### src/rtl/siu_defs.vh
// Constants for the supervisor instruction unit
`ifndef SIU_DEFS_VH
`define SIU_DEFS_VH

// Primary opcodes and extended opcodes
`define SIU_OP_SC       6'h11
`define SIU_OP_XL       6'h13
`define SIU_OP_X        6'h1F
`define SIU_XO_RFI      10'h032
`define SIU_XO_MFMSR    10'h053
`define SIU_XO_MTMSR    10'h092
`define SIU_XO_MFSPR    10'h153
`define SIU_XO_MTSPR    10'h1D3
`define SIU_XO_DCBI     10'h1D6
`define SIU_XO_MTSR     10'h0D2
`define SIU_XO_MTSRIN   10'h0F2
`define SIU_XO_MFSR     10'h253
`define SIU_XO_MFSRIN   10'h293

// Special register numbers
`define SIU_SPR_SAVEPC  10'h01A
`define SIU_SPR_SAVEST  10'h01B
`define SIU_SPR_TBLO    10'h11C
`define SIU_SPR_TBHI    10'h11D

// Machine state bit positions (little-endian index)
`define SIU_MSR_POW     18
`define SIU_MSR_EE      15
`define SIU_MSR_PR      14
`define SIU_MSR_IP      6
`define SIU_MSR_DR      4
`define SIU_MSR_LE      0

// Machine state masks
`define SIU_MSR_COPY    32'h0000FF73
`define SIU_SAVE_CLR    32'h783F0000
`define SIU_MSR_EXCCLR  32'h0000C030
`define SIU_MSR_NOSYNC  32'h00040001
`define SIU_MSR_RST     32'h00000040

// Vector offsets
`define SIU_VEC_SYS     32'h00000100
`define SIU_VEC_DSI     32'h00000300
`define SIU_VEC_EXT     32'h00000500
`define SIU_VEC_PROG    32'h00000700
`define SIU_VEC_SC      32'h00000C00

// Exception codes
`define SIU_EXC_NONE    3'h0
`define SIU_EXC_SC      3'h1
`define SIU_EXC_PROG    3'h2
`define SIU_EXC_DSI     3'h3
`define SIU_EXC_EXT     3'h4
`define SIU_EXC_SYS     3'h5

// Register port map
`define SIU_REG_CTL     4'h0
`define SIU_REG_MSR     4'h1
`define SIU_REG_SPC     4'h2
`define SIU_REG_SST     4'h3
`define SIU_REG_STAT    4'h4

`define SIU_ZERO32      32'h00000000
`define SIU_PC_STEP     32'h00000004

`endif

### src/rtl/siu_supervisor_unit.v
// Supervisor instruction execution: linkage, state, special and segment moves, block invalidate
//
// Operation
// - System call saves next address, raises exception
// - System call clears save state bits 1-4,10-15
// - System call copies state bits into save state
// - System call vector is base plus C00
// - System call is context synchronizing
// - Return restores state bits; privileged, synchronizing
// - No pending exception: resume at saved address
// - Pending enabled: take it, save next address
// - Wide mode: return invokes system handler
// - State moves privileged; write synchronizes mostly
// - Special moves copy; timebase halves independent
// - Special number rebuilt from swapped halves
// - Cache op in direct-store segment: no-op
// - Address is base-or-zero plus index
// - Coherent invalidate reaches all caches
// - Noncoherent invalidate local only
// - Translation on and missing: data exception
// - Invalidate checked as store, change optional
// - Direct segment moves, privileged
// - Indirect segment moves use index bits 0-3
// - Segment moves ignore translation enables
`timescale 1ns/1ps
`default_nettype none
`include "siu_defs.vh"

module siu_supervisor_unit #(
    parameter [31:0] VEC_BASE_LO = 32'h00000000,  // Base with select bit low
    parameter [31:0] VEC_BASE_HI = 32'hFFF00000   // Base with select bit high
) (
    // Clock and reset
    input  wire        clk,
    input  wire        rst_n,
    // Instruction issue
    input  wire        instrValid,
    input  wire [31:0] instrWord,
    input  wire [31:0] instrPc,
    input  wire [31:0] sourceGpr,
    input  wire [31:0] baseGpr,
    input  wire [31:0] indexGpr,
    // Pending interrupt level
    input  wire        extPending,
    // Translation lookup for block invalidate
    output wire [31:0] mmuAddr,
    output wire        mmuIsStore,
    output wire        mmuSetChange,
    input  wire        mmuMiss,
    input  wire        mmuProtFault,
    input  wire        mmuDirectStore,
    input  wire [2:0]  storageAttrBits,
    // Destination register write
    output reg         gprWe_r,
    output reg  [4:0]  gprSel_r,
    output reg  [31:0] gprData_r,
    // Fetch redirect and exceptions
    output reg         redirValid_r,
    output reg  [31:0] redirAddr_r,
    output reg  [2:0]  excCode_r,
    output reg         ctxSync_r,
    // Cache invalidate request
    output reg         cinvValid_r,
    output reg  [31:0] cinvAddr_r,
    output reg         cinvGlobal_r,
    // Current state
    output wire [31:0] machineState,
    // Register port
    input  wire [3:0]  regAddr,
    input  wire [31:0] regWdata,
    input  wire        regWr,
    input  wire        regRd,
    output reg  [31:0] regRdata_r
);

    // Field extraction
    wire [5:0]  opcode   = instrWord[31:26];
    wire [9:0]  xo       = instrWord[10:1];
    wire [4:0]  dstField = instrWord[25:21];
    wire [4:0]  baseFld  = instrWord[20:16];
    wire [3:0]  segDirect = instrWord[19:16];
    wire [3:0]  segIndir  = indexGpr[31:28];
    wire [9:0]  sprNum   = {instrWord[15:11], instrWord[20:16]};

    // Architected state
    reg  [31:0] msr_r;          // Machine state
    reg  [31:0] savePc_r;       // Save program counter
    reg  [31:0] saveSt_r;       // Save state
    reg  [63:0] tb_r;           // Timebase
    reg  [31:0] seg_r [0:15];   // Segment registers
    reg         wide64_r;       // Wide mode control
    reg  [2:0]  lastExc_r;      // Last exception taken

    assign machineState = msr_r;

    // Decoded instruction kinds
    wire isX     = opcode == `SIU_OP_X;
    wire isSc    = instrValid & (opcode == `SIU_OP_SC);
    wire isRfi   = instrValid & (opcode == `SIU_OP_XL) & (xo == `SIU_XO_RFI);
    wire isMfmsr = instrValid & isX & (xo == `SIU_XO_MFMSR);
    wire isMtmsr = instrValid & isX & (xo == `SIU_XO_MTMSR);
    wire isMfspr = instrValid & isX & (xo == `SIU_XO_MFSPR);
    wire isMtspr = instrValid & isX & (xo == `SIU_XO_MTSPR);
    wire isDcbi  = instrValid & isX & (xo == `SIU_XO_DCBI);
    wire isMtsr  = instrValid & isX & ((xo == `SIU_XO_MTSR) | (xo == `SIU_XO_MTSRIN));
    wire isMfsr  = instrValid & isX & ((xo == `SIU_XO_MFSR) | (xo == `SIU_XO_MFSRIN));
    wire segInd  = (xo == `SIU_XO_MTSRIN) | (xo == `SIU_XO_MFSRIN);
    wire [3:0] segSel = segInd ? segIndir : segDirect;

    // Everything here except the call itself needs supervisor level
    wire isPriv  = isRfi | isMfmsr | isMtmsr | isMfspr | isMtspr | isDcbi | isMtsr | isMfsr;
    wire privErr = isPriv & msr_r[`SIU_MSR_PR];

    // Invalidate address, base field zero means literal zero
    wire [31:0] baseVal = (baseFld == 5'h00) ? `SIU_ZERO32 : baseGpr;
    assign mmuAddr      = baseVal + indexGpr;
    assign mmuIsStore   = isDcbi;
    assign mmuSetChange = 1'b0;                            // change bit not recorded

    // Restored state on return
    wire [31:0] rfiMsr = (msr_r & ~`SIU_MSR_COPY) | (saveSt_r & `SIU_MSR_COPY);
    wire [31:0] rfiPc  = {savePc_r[31:2], 2'b00};
    wire [31:0] nextPc = instrPc + `SIU_PC_STEP;

    // Save state image for an exception taken from state st
    function [31:0] saveImage;
        input [31:0] old;
        input [31:0] st;
        begin
            saveImage = (old & ~(`SIU_SAVE_CLR | `SIU_MSR_COPY)) | (st & `SIU_MSR_COPY);
        end
    endfunction

    // Vector base picked by the select bit
    function [31:0] vecBase;
        input ip;
        begin
            vecBase = ip ? VEC_BASE_HI : VEC_BASE_LO;
        end
    endfunction

    // Special register read mux; unknown numbers read as zero
    reg [31:0] sprRd;
    always @*
    begin
        case (sprNum)
            `SIU_SPR_SAVEPC: sprRd = savePc_r;
            `SIU_SPR_SAVEST: sprRd = saveSt_r;
            `SIU_SPR_TBLO:   sprRd = tb_r[31:0];
            `SIU_SPR_TBHI:   sprRd = tb_r[63:32];
            default:         sprRd = `SIU_ZERO32;
        endcase
    end

    // Execution and architected state
    integer i;
    always @(posedge clk or negedge rst_n)
    begin
        if (!rst_n)
        begin
            msr_r        <= `SIU_MSR_RST;
            savePc_r     <= `SIU_ZERO32;
            saveSt_r     <= `SIU_ZERO32;
            tb_r         <= 64'h0000000000000000;
            wide64_r     <= 1'b0;
            lastExc_r    <= `SIU_EXC_NONE;
            gprWe_r      <= 1'b0;
            gprSel_r     <= 5'h00;
            gprData_r    <= `SIU_ZERO32;
            redirValid_r <= 1'b0;
            redirAddr_r  <= `SIU_ZERO32;
            excCode_r    <= `SIU_EXC_NONE;
            ctxSync_r    <= 1'b0;
            cinvValid_r  <= 1'b0;
            cinvAddr_r   <= `SIU_ZERO32;
            cinvGlobal_r <= 1'b0;
            for (i = 0; i < 16; i = i + 1)
                seg_r[i] <= `SIU_ZERO32;
        end
        else
        begin
            // Pulses default low
            gprWe_r      <= 1'b0;
            redirValid_r <= 1'b0;
            excCode_r    <= `SIU_EXC_NONE;
            ctxSync_r    <= 1'b0;
            cinvValid_r  <= 1'b0;
            gprSel_r     <= dstField;
            // Free-running timebase, overridden by a write below
            tb_r <= tb_r + 64'h0000000000000001;
            // Control register write from the register port
            if (regWr && regAddr == `SIU_REG_CTL)
                wide64_r <= regWdata[0];

            if (privErr)
            begin
                // Privileged attempt at user level: nothing else happens
                savePc_r     <= instrPc;
                saveSt_r     <= saveImage(saveSt_r, msr_r);
                msr_r        <= msr_r & ~`SIU_MSR_EXCCLR;
                redirValid_r <= 1'b1;
                redirAddr_r  <= vecBase(msr_r[`SIU_MSR_IP]) + `SIU_VEC_PROG;
                excCode_r    <= `SIU_EXC_PROG;
                lastExc_r    <= `SIU_EXC_PROG;
                ctxSync_r    <= 1'b1;
            end
            else if (isSc)
            begin
                savePc_r     <= nextPc;
                saveSt_r     <= saveImage(saveSt_r, msr_r);
                msr_r        <= msr_r & ~`SIU_MSR_EXCCLR;
                redirValid_r <= 1'b1;
                // Select bit is not altered on entry, so old equals new
                redirAddr_r  <= vecBase(msr_r[`SIU_MSR_IP]) + `SIU_VEC_SC;
                excCode_r    <= `SIU_EXC_SC;
                lastExc_r    <= `SIU_EXC_SC;
                ctxSync_r    <= 1'b1;
            end
            else if (isRfi)
            begin
                ctxSync_r    <= 1'b1;
                redirValid_r <= 1'b1;
                if (wide64_r)
                begin
                    // Return is undefined in wide mode
                    savePc_r    <= instrPc;
                    saveSt_r    <= saveImage(saveSt_r, msr_r);
                    msr_r       <= msr_r & ~`SIU_MSR_EXCCLR;
                    redirAddr_r <= vecBase(msr_r[`SIU_MSR_IP]) + `SIU_VEC_SYS;
                    excCode_r   <= `SIU_EXC_SYS;
                    lastExc_r   <= `SIU_EXC_SYS;
                end
                else if (rfiMsr[`SIU_MSR_EE] && extPending)
                begin
                    // Enabled pending interrupt taken before the target runs
                    savePc_r    <= rfiPc;
                    saveSt_r    <= saveImage(saveSt_r, rfiMsr);
                    msr_r       <= rfiMsr & ~`SIU_MSR_EXCCLR;
                    redirAddr_r <= vecBase(rfiMsr[`SIU_MSR_IP]) + `SIU_VEC_EXT;
                    excCode_r   <= `SIU_EXC_EXT;
                    lastExc_r   <= `SIU_EXC_EXT;
                end
                else
                begin
                    msr_r       <= rfiMsr;
                    redirAddr_r <= rfiPc;
                end
            end
            else if (isMtmsr)
            begin
                msr_r     <= sourceGpr;
                // Sleep and byte order changes alone do not synchronize
                ctxSync_r <= |((sourceGpr ^ msr_r) & ~`SIU_MSR_NOSYNC);
            end
            else if (isMfmsr)
            begin
                gprWe_r   <= 1'b1;
                gprData_r <= msr_r;
            end
            else if (isMtspr)
            begin
                // Timebase halves are separate; the other half holds its value, not incremented, that cycle
                case (sprNum)
                    `SIU_SPR_SAVEPC: savePc_r <= sourceGpr;
                    `SIU_SPR_SAVEST: saveSt_r <= sourceGpr;
                    `SIU_SPR_TBLO:   tb_r     <= {tb_r[63:32], sourceGpr};
                    `SIU_SPR_TBHI:   tb_r     <= {sourceGpr, tb_r[31:0]};
                    default:         ;
                endcase
            end
            else if (isMfspr)
            begin
                gprWe_r   <= 1'b1;
                gprData_r <= sprRd;
            end
            else if (isMtsr)
            begin
                // Translation enables play no part here
                seg_r[segSel] <= sourceGpr;
            end
            else if (isMfsr)
            begin
                gprWe_r   <= 1'b1;
                gprData_r <= seg_r[segSel];
            end
            else if (isDcbi)
            begin
                if (mmuDirectStore)
                begin
                    // Direct-store segment: the instruction completes doing nothing
                end
                else if ((msr_r[`SIU_MSR_DR] && mmuMiss) || mmuProtFault)
                begin
                    savePc_r     <= instrPc;
                    saveSt_r     <= saveImage(saveSt_r, msr_r);
                    msr_r        <= msr_r & ~`SIU_MSR_EXCCLR;
                    redirValid_r <= 1'b1;
                    redirAddr_r  <= vecBase(msr_r[`SIU_MSR_IP]) + `SIU_VEC_DSI;
                    excCode_r    <= `SIU_EXC_DSI;
                    lastExc_r    <= `SIU_EXC_DSI;
                end
                else
                begin
                    // Modified data is dropped; the cache side never writes back
                    cinvValid_r  <= 1'b1;
                    cinvAddr_r   <= mmuAddr;
                    cinvGlobal_r <= storageAttrBits[0];
                end
            end
        end
    end

    // Register port read, data one cycle after the strobe
    always @(posedge clk or negedge rst_n)
    begin
        if (!rst_n)
            regRdata_r <= `SIU_ZERO32;
        else if (regRd)
        begin
            case (regAddr)
                `SIU_REG_CTL:  regRdata_r <= {31'h0, wide64_r};
                `SIU_REG_MSR:  regRdata_r <= msr_r;
                `SIU_REG_SPC:  regRdata_r <= savePc_r;
                `SIU_REG_SST:  regRdata_r <= saveSt_r;
                `SIU_REG_STAT: regRdata_r <= {29'h0, lastExc_r};
                default:       regRdata_r <= `SIU_ZERO32;
            endcase
        end
        else
            regRdata_r <= `SIU_ZERO32;
    end

endmodule // siu_supervisor_unit
`default_nettype wire

### config.mk
export PLATFORM = sky130hd
export DESIGN_NAME = siu_supervisor_unit
export DESIGN_NICKNAME = d
export VERILOG_FILES = /design/src/rtl/siu_supervisor_unit.v
export VERILOG_INCLUDE_DIRS = /design/src /design/src/rtl
export SDC_FILE = /design/constraint.sdc
export NUM_CORES = 2
export LEC_CHECK = 0
export ABC_CLOCK_PERIOD_IN_PS = 13100
export BUFFER_PORTS_ARGS = -buffer_cell sky130_fd_sc_hd__buf_4
export CORE_MARGIN = 4
export CORE_UTILIZATION = 45
export DETAILED_ROUTE_END_ITERATION = 7
export GPL_TIMING_DRIVEN = 0
export SYNTH_ARGS = -nofsm -noshare
export SYNTH_HDL_FRONTEND = slang
export SYNTH_SLANG_ARGS = --single-unit
### constraint.sdc
create_clock -name clk -period 13.1 [get_ports clk]
set_input_delay 2.62 -clock clk [delete_from_list [all_inputs] [get_ports clk]]
set_output_delay 2.62 -clock clk [all_outputs]
set_load 0.03 [all_outputs]
==> reports/metrics.cfg <==
[synth]
synth_area_mm2=0.0408
synthTopCellsByArea=dfrtp_1 (50%), mux2_2 (15%), a22oi_1 (5.3%)
synth_edf_count=0
syn_inst=3715
synth_flop_cell=dfrtp_1
synth-seq-cells=815
async_flop_share=1.00
yosysTopAreaCellShare=0.499
yosysTopAreaCell=dfrtp_1
synth-seq-area-share=0.500
yosysWarnings=0
yosysMostFrequentCell=dfrtp_1
yosys-top-cells-count=dfrtp_1 (814), mux2_2 (555), a22oi_1 (287)
ys_types=88
avgSynthCellArea_um2=11.0

[cells_and_area]
nNetsFinal=4432
syn2layout_area_growth_pct=19.0
final_util=0.540
drive_above_1_share=0.289
num-fill-cells=8133

[floorplan]
initial_core_util=0.454
rows=110
die-area_mm2=0.0956
pin_count=415
die_w_um=309
die_y_um=309
core_mm2=0.0900

[critical_path]
critPathBufInv=4
crit_path_cell_trace=buf_4, clkbuf_1, or2_2, nor4_1, clkbuf_1, nor2b_1, ha_1, a2111oi_0, o21ai_0, a211oi_1, o211ai_1, a2111oi_0, o41ai_1, xor2_1, buf_4
rrSetupSlack_ps=8600
slowest_stage=nor4_1
rr_startpoint=tb_r[5]$_DFFE_PN0P_
reg2reg_depth=9
critPathKind=in -> out
critical_path.startpoint=instrWord[16]
r2r-end=tb_r[53]$_DFFE_PN0P_
crit_end=mmuAddr[29]
cp-end-kind=output port
path_delay_family=compound AO/OA/AOI/OAI gates
worst_setup_path_start_kind=input pin
slowest_delay_ps=920
critical_path.max_fanout=10
crit_required_ps=10480
worstPathArrival_ps=8050
path_depth=15

[placed_design]
dp_hpwl_um=126000
portBuffers=371
gp_congestion=0.973

[drt]
num_vias=35100
drc=10
drt_first_iter_violations=4663
routed-wl-met2_um=76800
dr.pass1.iters=8
top_layer=met5
detail_route.wl_per_cell_um=31.0
routed_wl_um=169000
dr_wl_met3_um=14600
met1_length_um=69000
drt-vias-per-instance=6.44
ant_nets=0

[sta]
grt_setup_unrepaired=false
fin_crit_sh=0.815
period_minus_slack_ps=10670
drv_slew=0
clock_skew_ps=23.5
finalSetupViolCount=0
whs_ps=481
tightest_slew_ps=1310
slew_headroom=0.116
timing.fmax_mhz=93.7
finalHoldViolCount=0

[run]
cap_violations=0

[global_routing]
grt_pass1_vias=33600
grt_start_max_net_pins=117
grt_usage=0.345
grt.overflow.total=0
grt_pass1_wl_um=241000
antenna_found_initial=12

[power]
p_clk_frac=0.468
internal_power_mw=4.40
switching_share=0.266
power_mw=5.99
p_per_area_mw_per_mm2=123
p_leak_nw=22.1
switching_power_mw=1.59
seq_power_share=0.437
ir_worst_vdd_uv=102
power_frac_comb=0.095

[clock_tree]
hold_buffers=0
ctsResizeCount=0
htree_levels=3
cts_made_buffers=92
clk_latency_ps=670
cts-root-buf=clkbuf_16
clk_pin_slew_ps=50
cts_tree=yes
cts.sinks=815
cts.path.max_buffers=3
post_cts_buffers=0

[hold_path]
hp-class=reg -> reg
worstHoldPathCells=1

[outcome]
outcome=finished, violations left
failed_checks=DRC

[registers in the layout, summed over array words and instances (netlist names)]
| signal | cells |
|---|---|
| excCode_r | 3 |
| saveSt_r | 32 |
| redirValid_r | 1 |
| ctxSync_r | 1 |
| lastExc_r | 3 |
| savePc_r | 32 |
| gprData_r | 32 |
| tb_r | 64 |
| gprWe_r | 1 |
| machineState | 32 |
| cinvValid_r | 1 |
| gprSel_r | 5 |
| cinvGlobal_r | 1 |
| regRdata_r | 32 |
| seg_r | 512 |
| wide64_r | 1 |
| redirAddr_r | 30 |
| cinvAddr_r | 32 |
[power groups by stage]
stage               registers [mW]  logic [mW]  clock network, mW
finish                        2.62       0.568               2.80
global route                  2.62       0.601               2.94
CTS                           2.61       0.561               2.83
detailed placement            2.66       0.559                  0
global placement              2.66       0.548                  0
floorplan                     2.63       0.257                  0
[per-stage QoR]
stage / setup TNS (ps) / setup slack (ps) / area [µm²] / cells
5_1_grt: 0 / 1850 / 48600 / 5446
6_report: 0 / 2430 / 48600 / 5449
2_1_floorplan: 0 / 4070 / 40800 / 3717
3_5_place_dp: 0 / 2500 / 45300 / 5271
3_3_place_gp: -236820 / -459 / 45100 / 5264
4_1_cts: 0 / 2440 / 48600 / 5441
[cell type report]
type / count / area, µm² / area share
Timing Repair Buffer: 379 / 2990 / 0.0615
Multi-Input combinational cell: 2527 / 18800 / 0.386
Clock inverter: 34 / 541 / 0.0111
Inverter: 35 / 131 / 0.00270
Clock buffer: 136 / 2750 / 0.0566
Sequential cell: 815 / 20400 / 0.420
Tap cell: 1176 / 1470 / 0.0303
Buffer: 340 / 1530 / 0.0316
Antenna cell: 7 / 17.5 / 0.000360
[worst reg2reg max path: stages (launching register included)]
cell	delay, ps
dfrtp_1	320
clkbuf_1	310
nand4_1	180
nor3_1	880
nand4_1	550
nor3_1	810
nand2_1	280
nor3_1	560
nand2_1	130
o221ai_1	330
[routing by layer]
metal	vias up	GRT usage
met4	8	0.159
li1	14800	-
met3	392	0.0622
met2	1960	0.546
met1	17900	0.466
met5	-	0
[worst min path at each step]
stage                                      startpoint  slack (ps)                     endpoint
after floorplan                seg_r[430]$_DFFE_PN0P_         460       seg_r[430]$_DFFE_PN0P_
after global placement     cinvAddr_r[11]$_DFFE_PN0P_         460   cinvAddr_r[11]$_DFFE_PN0P_
after detailed placement    cinvAddr_r[8]$_DFFE_PN0P_         460    cinvAddr_r[8]$_DFFE_PN0P_
after CTS                  cinvAddr_r[11]$_DFFE_PN0P_         480   cinvAddr_r[11]$_DFFE_PN0P_
after global routing        cinvAddr_r[1]$_DFFE_PN0P_         500    cinvAddr_r[1]$_DFFE_PN0P_
final                     redirAddr_r[27]$_DFFE_PN0P_         480  redirAddr_r[27]$_DFFE_PN0P_
[kinds of logic (layout without fill, tap and decap cells)]
logic type | Yosys count | after routing | share of synthesized area
AO/OA/AOI/OAI | 1051 | 1051 | 0.177
XOR/XNOR | 62 | 62 | 0.0133
adder cells (fa/ha/maj) | 34 | 34 | 0.0106
buffers and inverters | 375 | 924 | 0.0408
flip-flops | 815 | 815 | 0.500
multiplexers | 606 | 606 | 0.166
other | 1 | 10 | 0.0000918
AND/OR/NAND/NOR | 771 | 771 | 0.0924
[cell usage in the layout (no fill, tap or decap), drive strengths merged, types with 10 or more instances in the layout]
| master | n |
|---|---|
| a211oi | 30 |
| a21o | 38 |
| a21oi | 226 |
| a221oi | 11 |
| a222oi | 62 |
| a22o | 47 |
| a22oi | 287 |
| a31oi | 43 |
| and2 | 10 |
| and3 | 30 |
| and4 | 13 |
| buf | 506 |
| bufinv | 11 |
| clkbuf | 349 |
| clkinv | 18 |
| dfrtp | 814 |
| ha | 33 |
| inv | 37 |
| mux2 | 567 |
| mux2i | 39 |
| nand2 | 243 |
| nand2b | 12 |
| nand3 | 56 |
| nand4 | 28 |
| nor2 | 191 |
| nor2b | 36 |
| nor3 | 40 |
| nor3b | 13 |
| nor4 | 55 |
| o211a | 11 |
| o211ai | 34 |
| o21ai | 181 |
| xnor2 | 40 |
| xor2 | 22 |
Note: power is estimated with default switching activity, not from simulation.
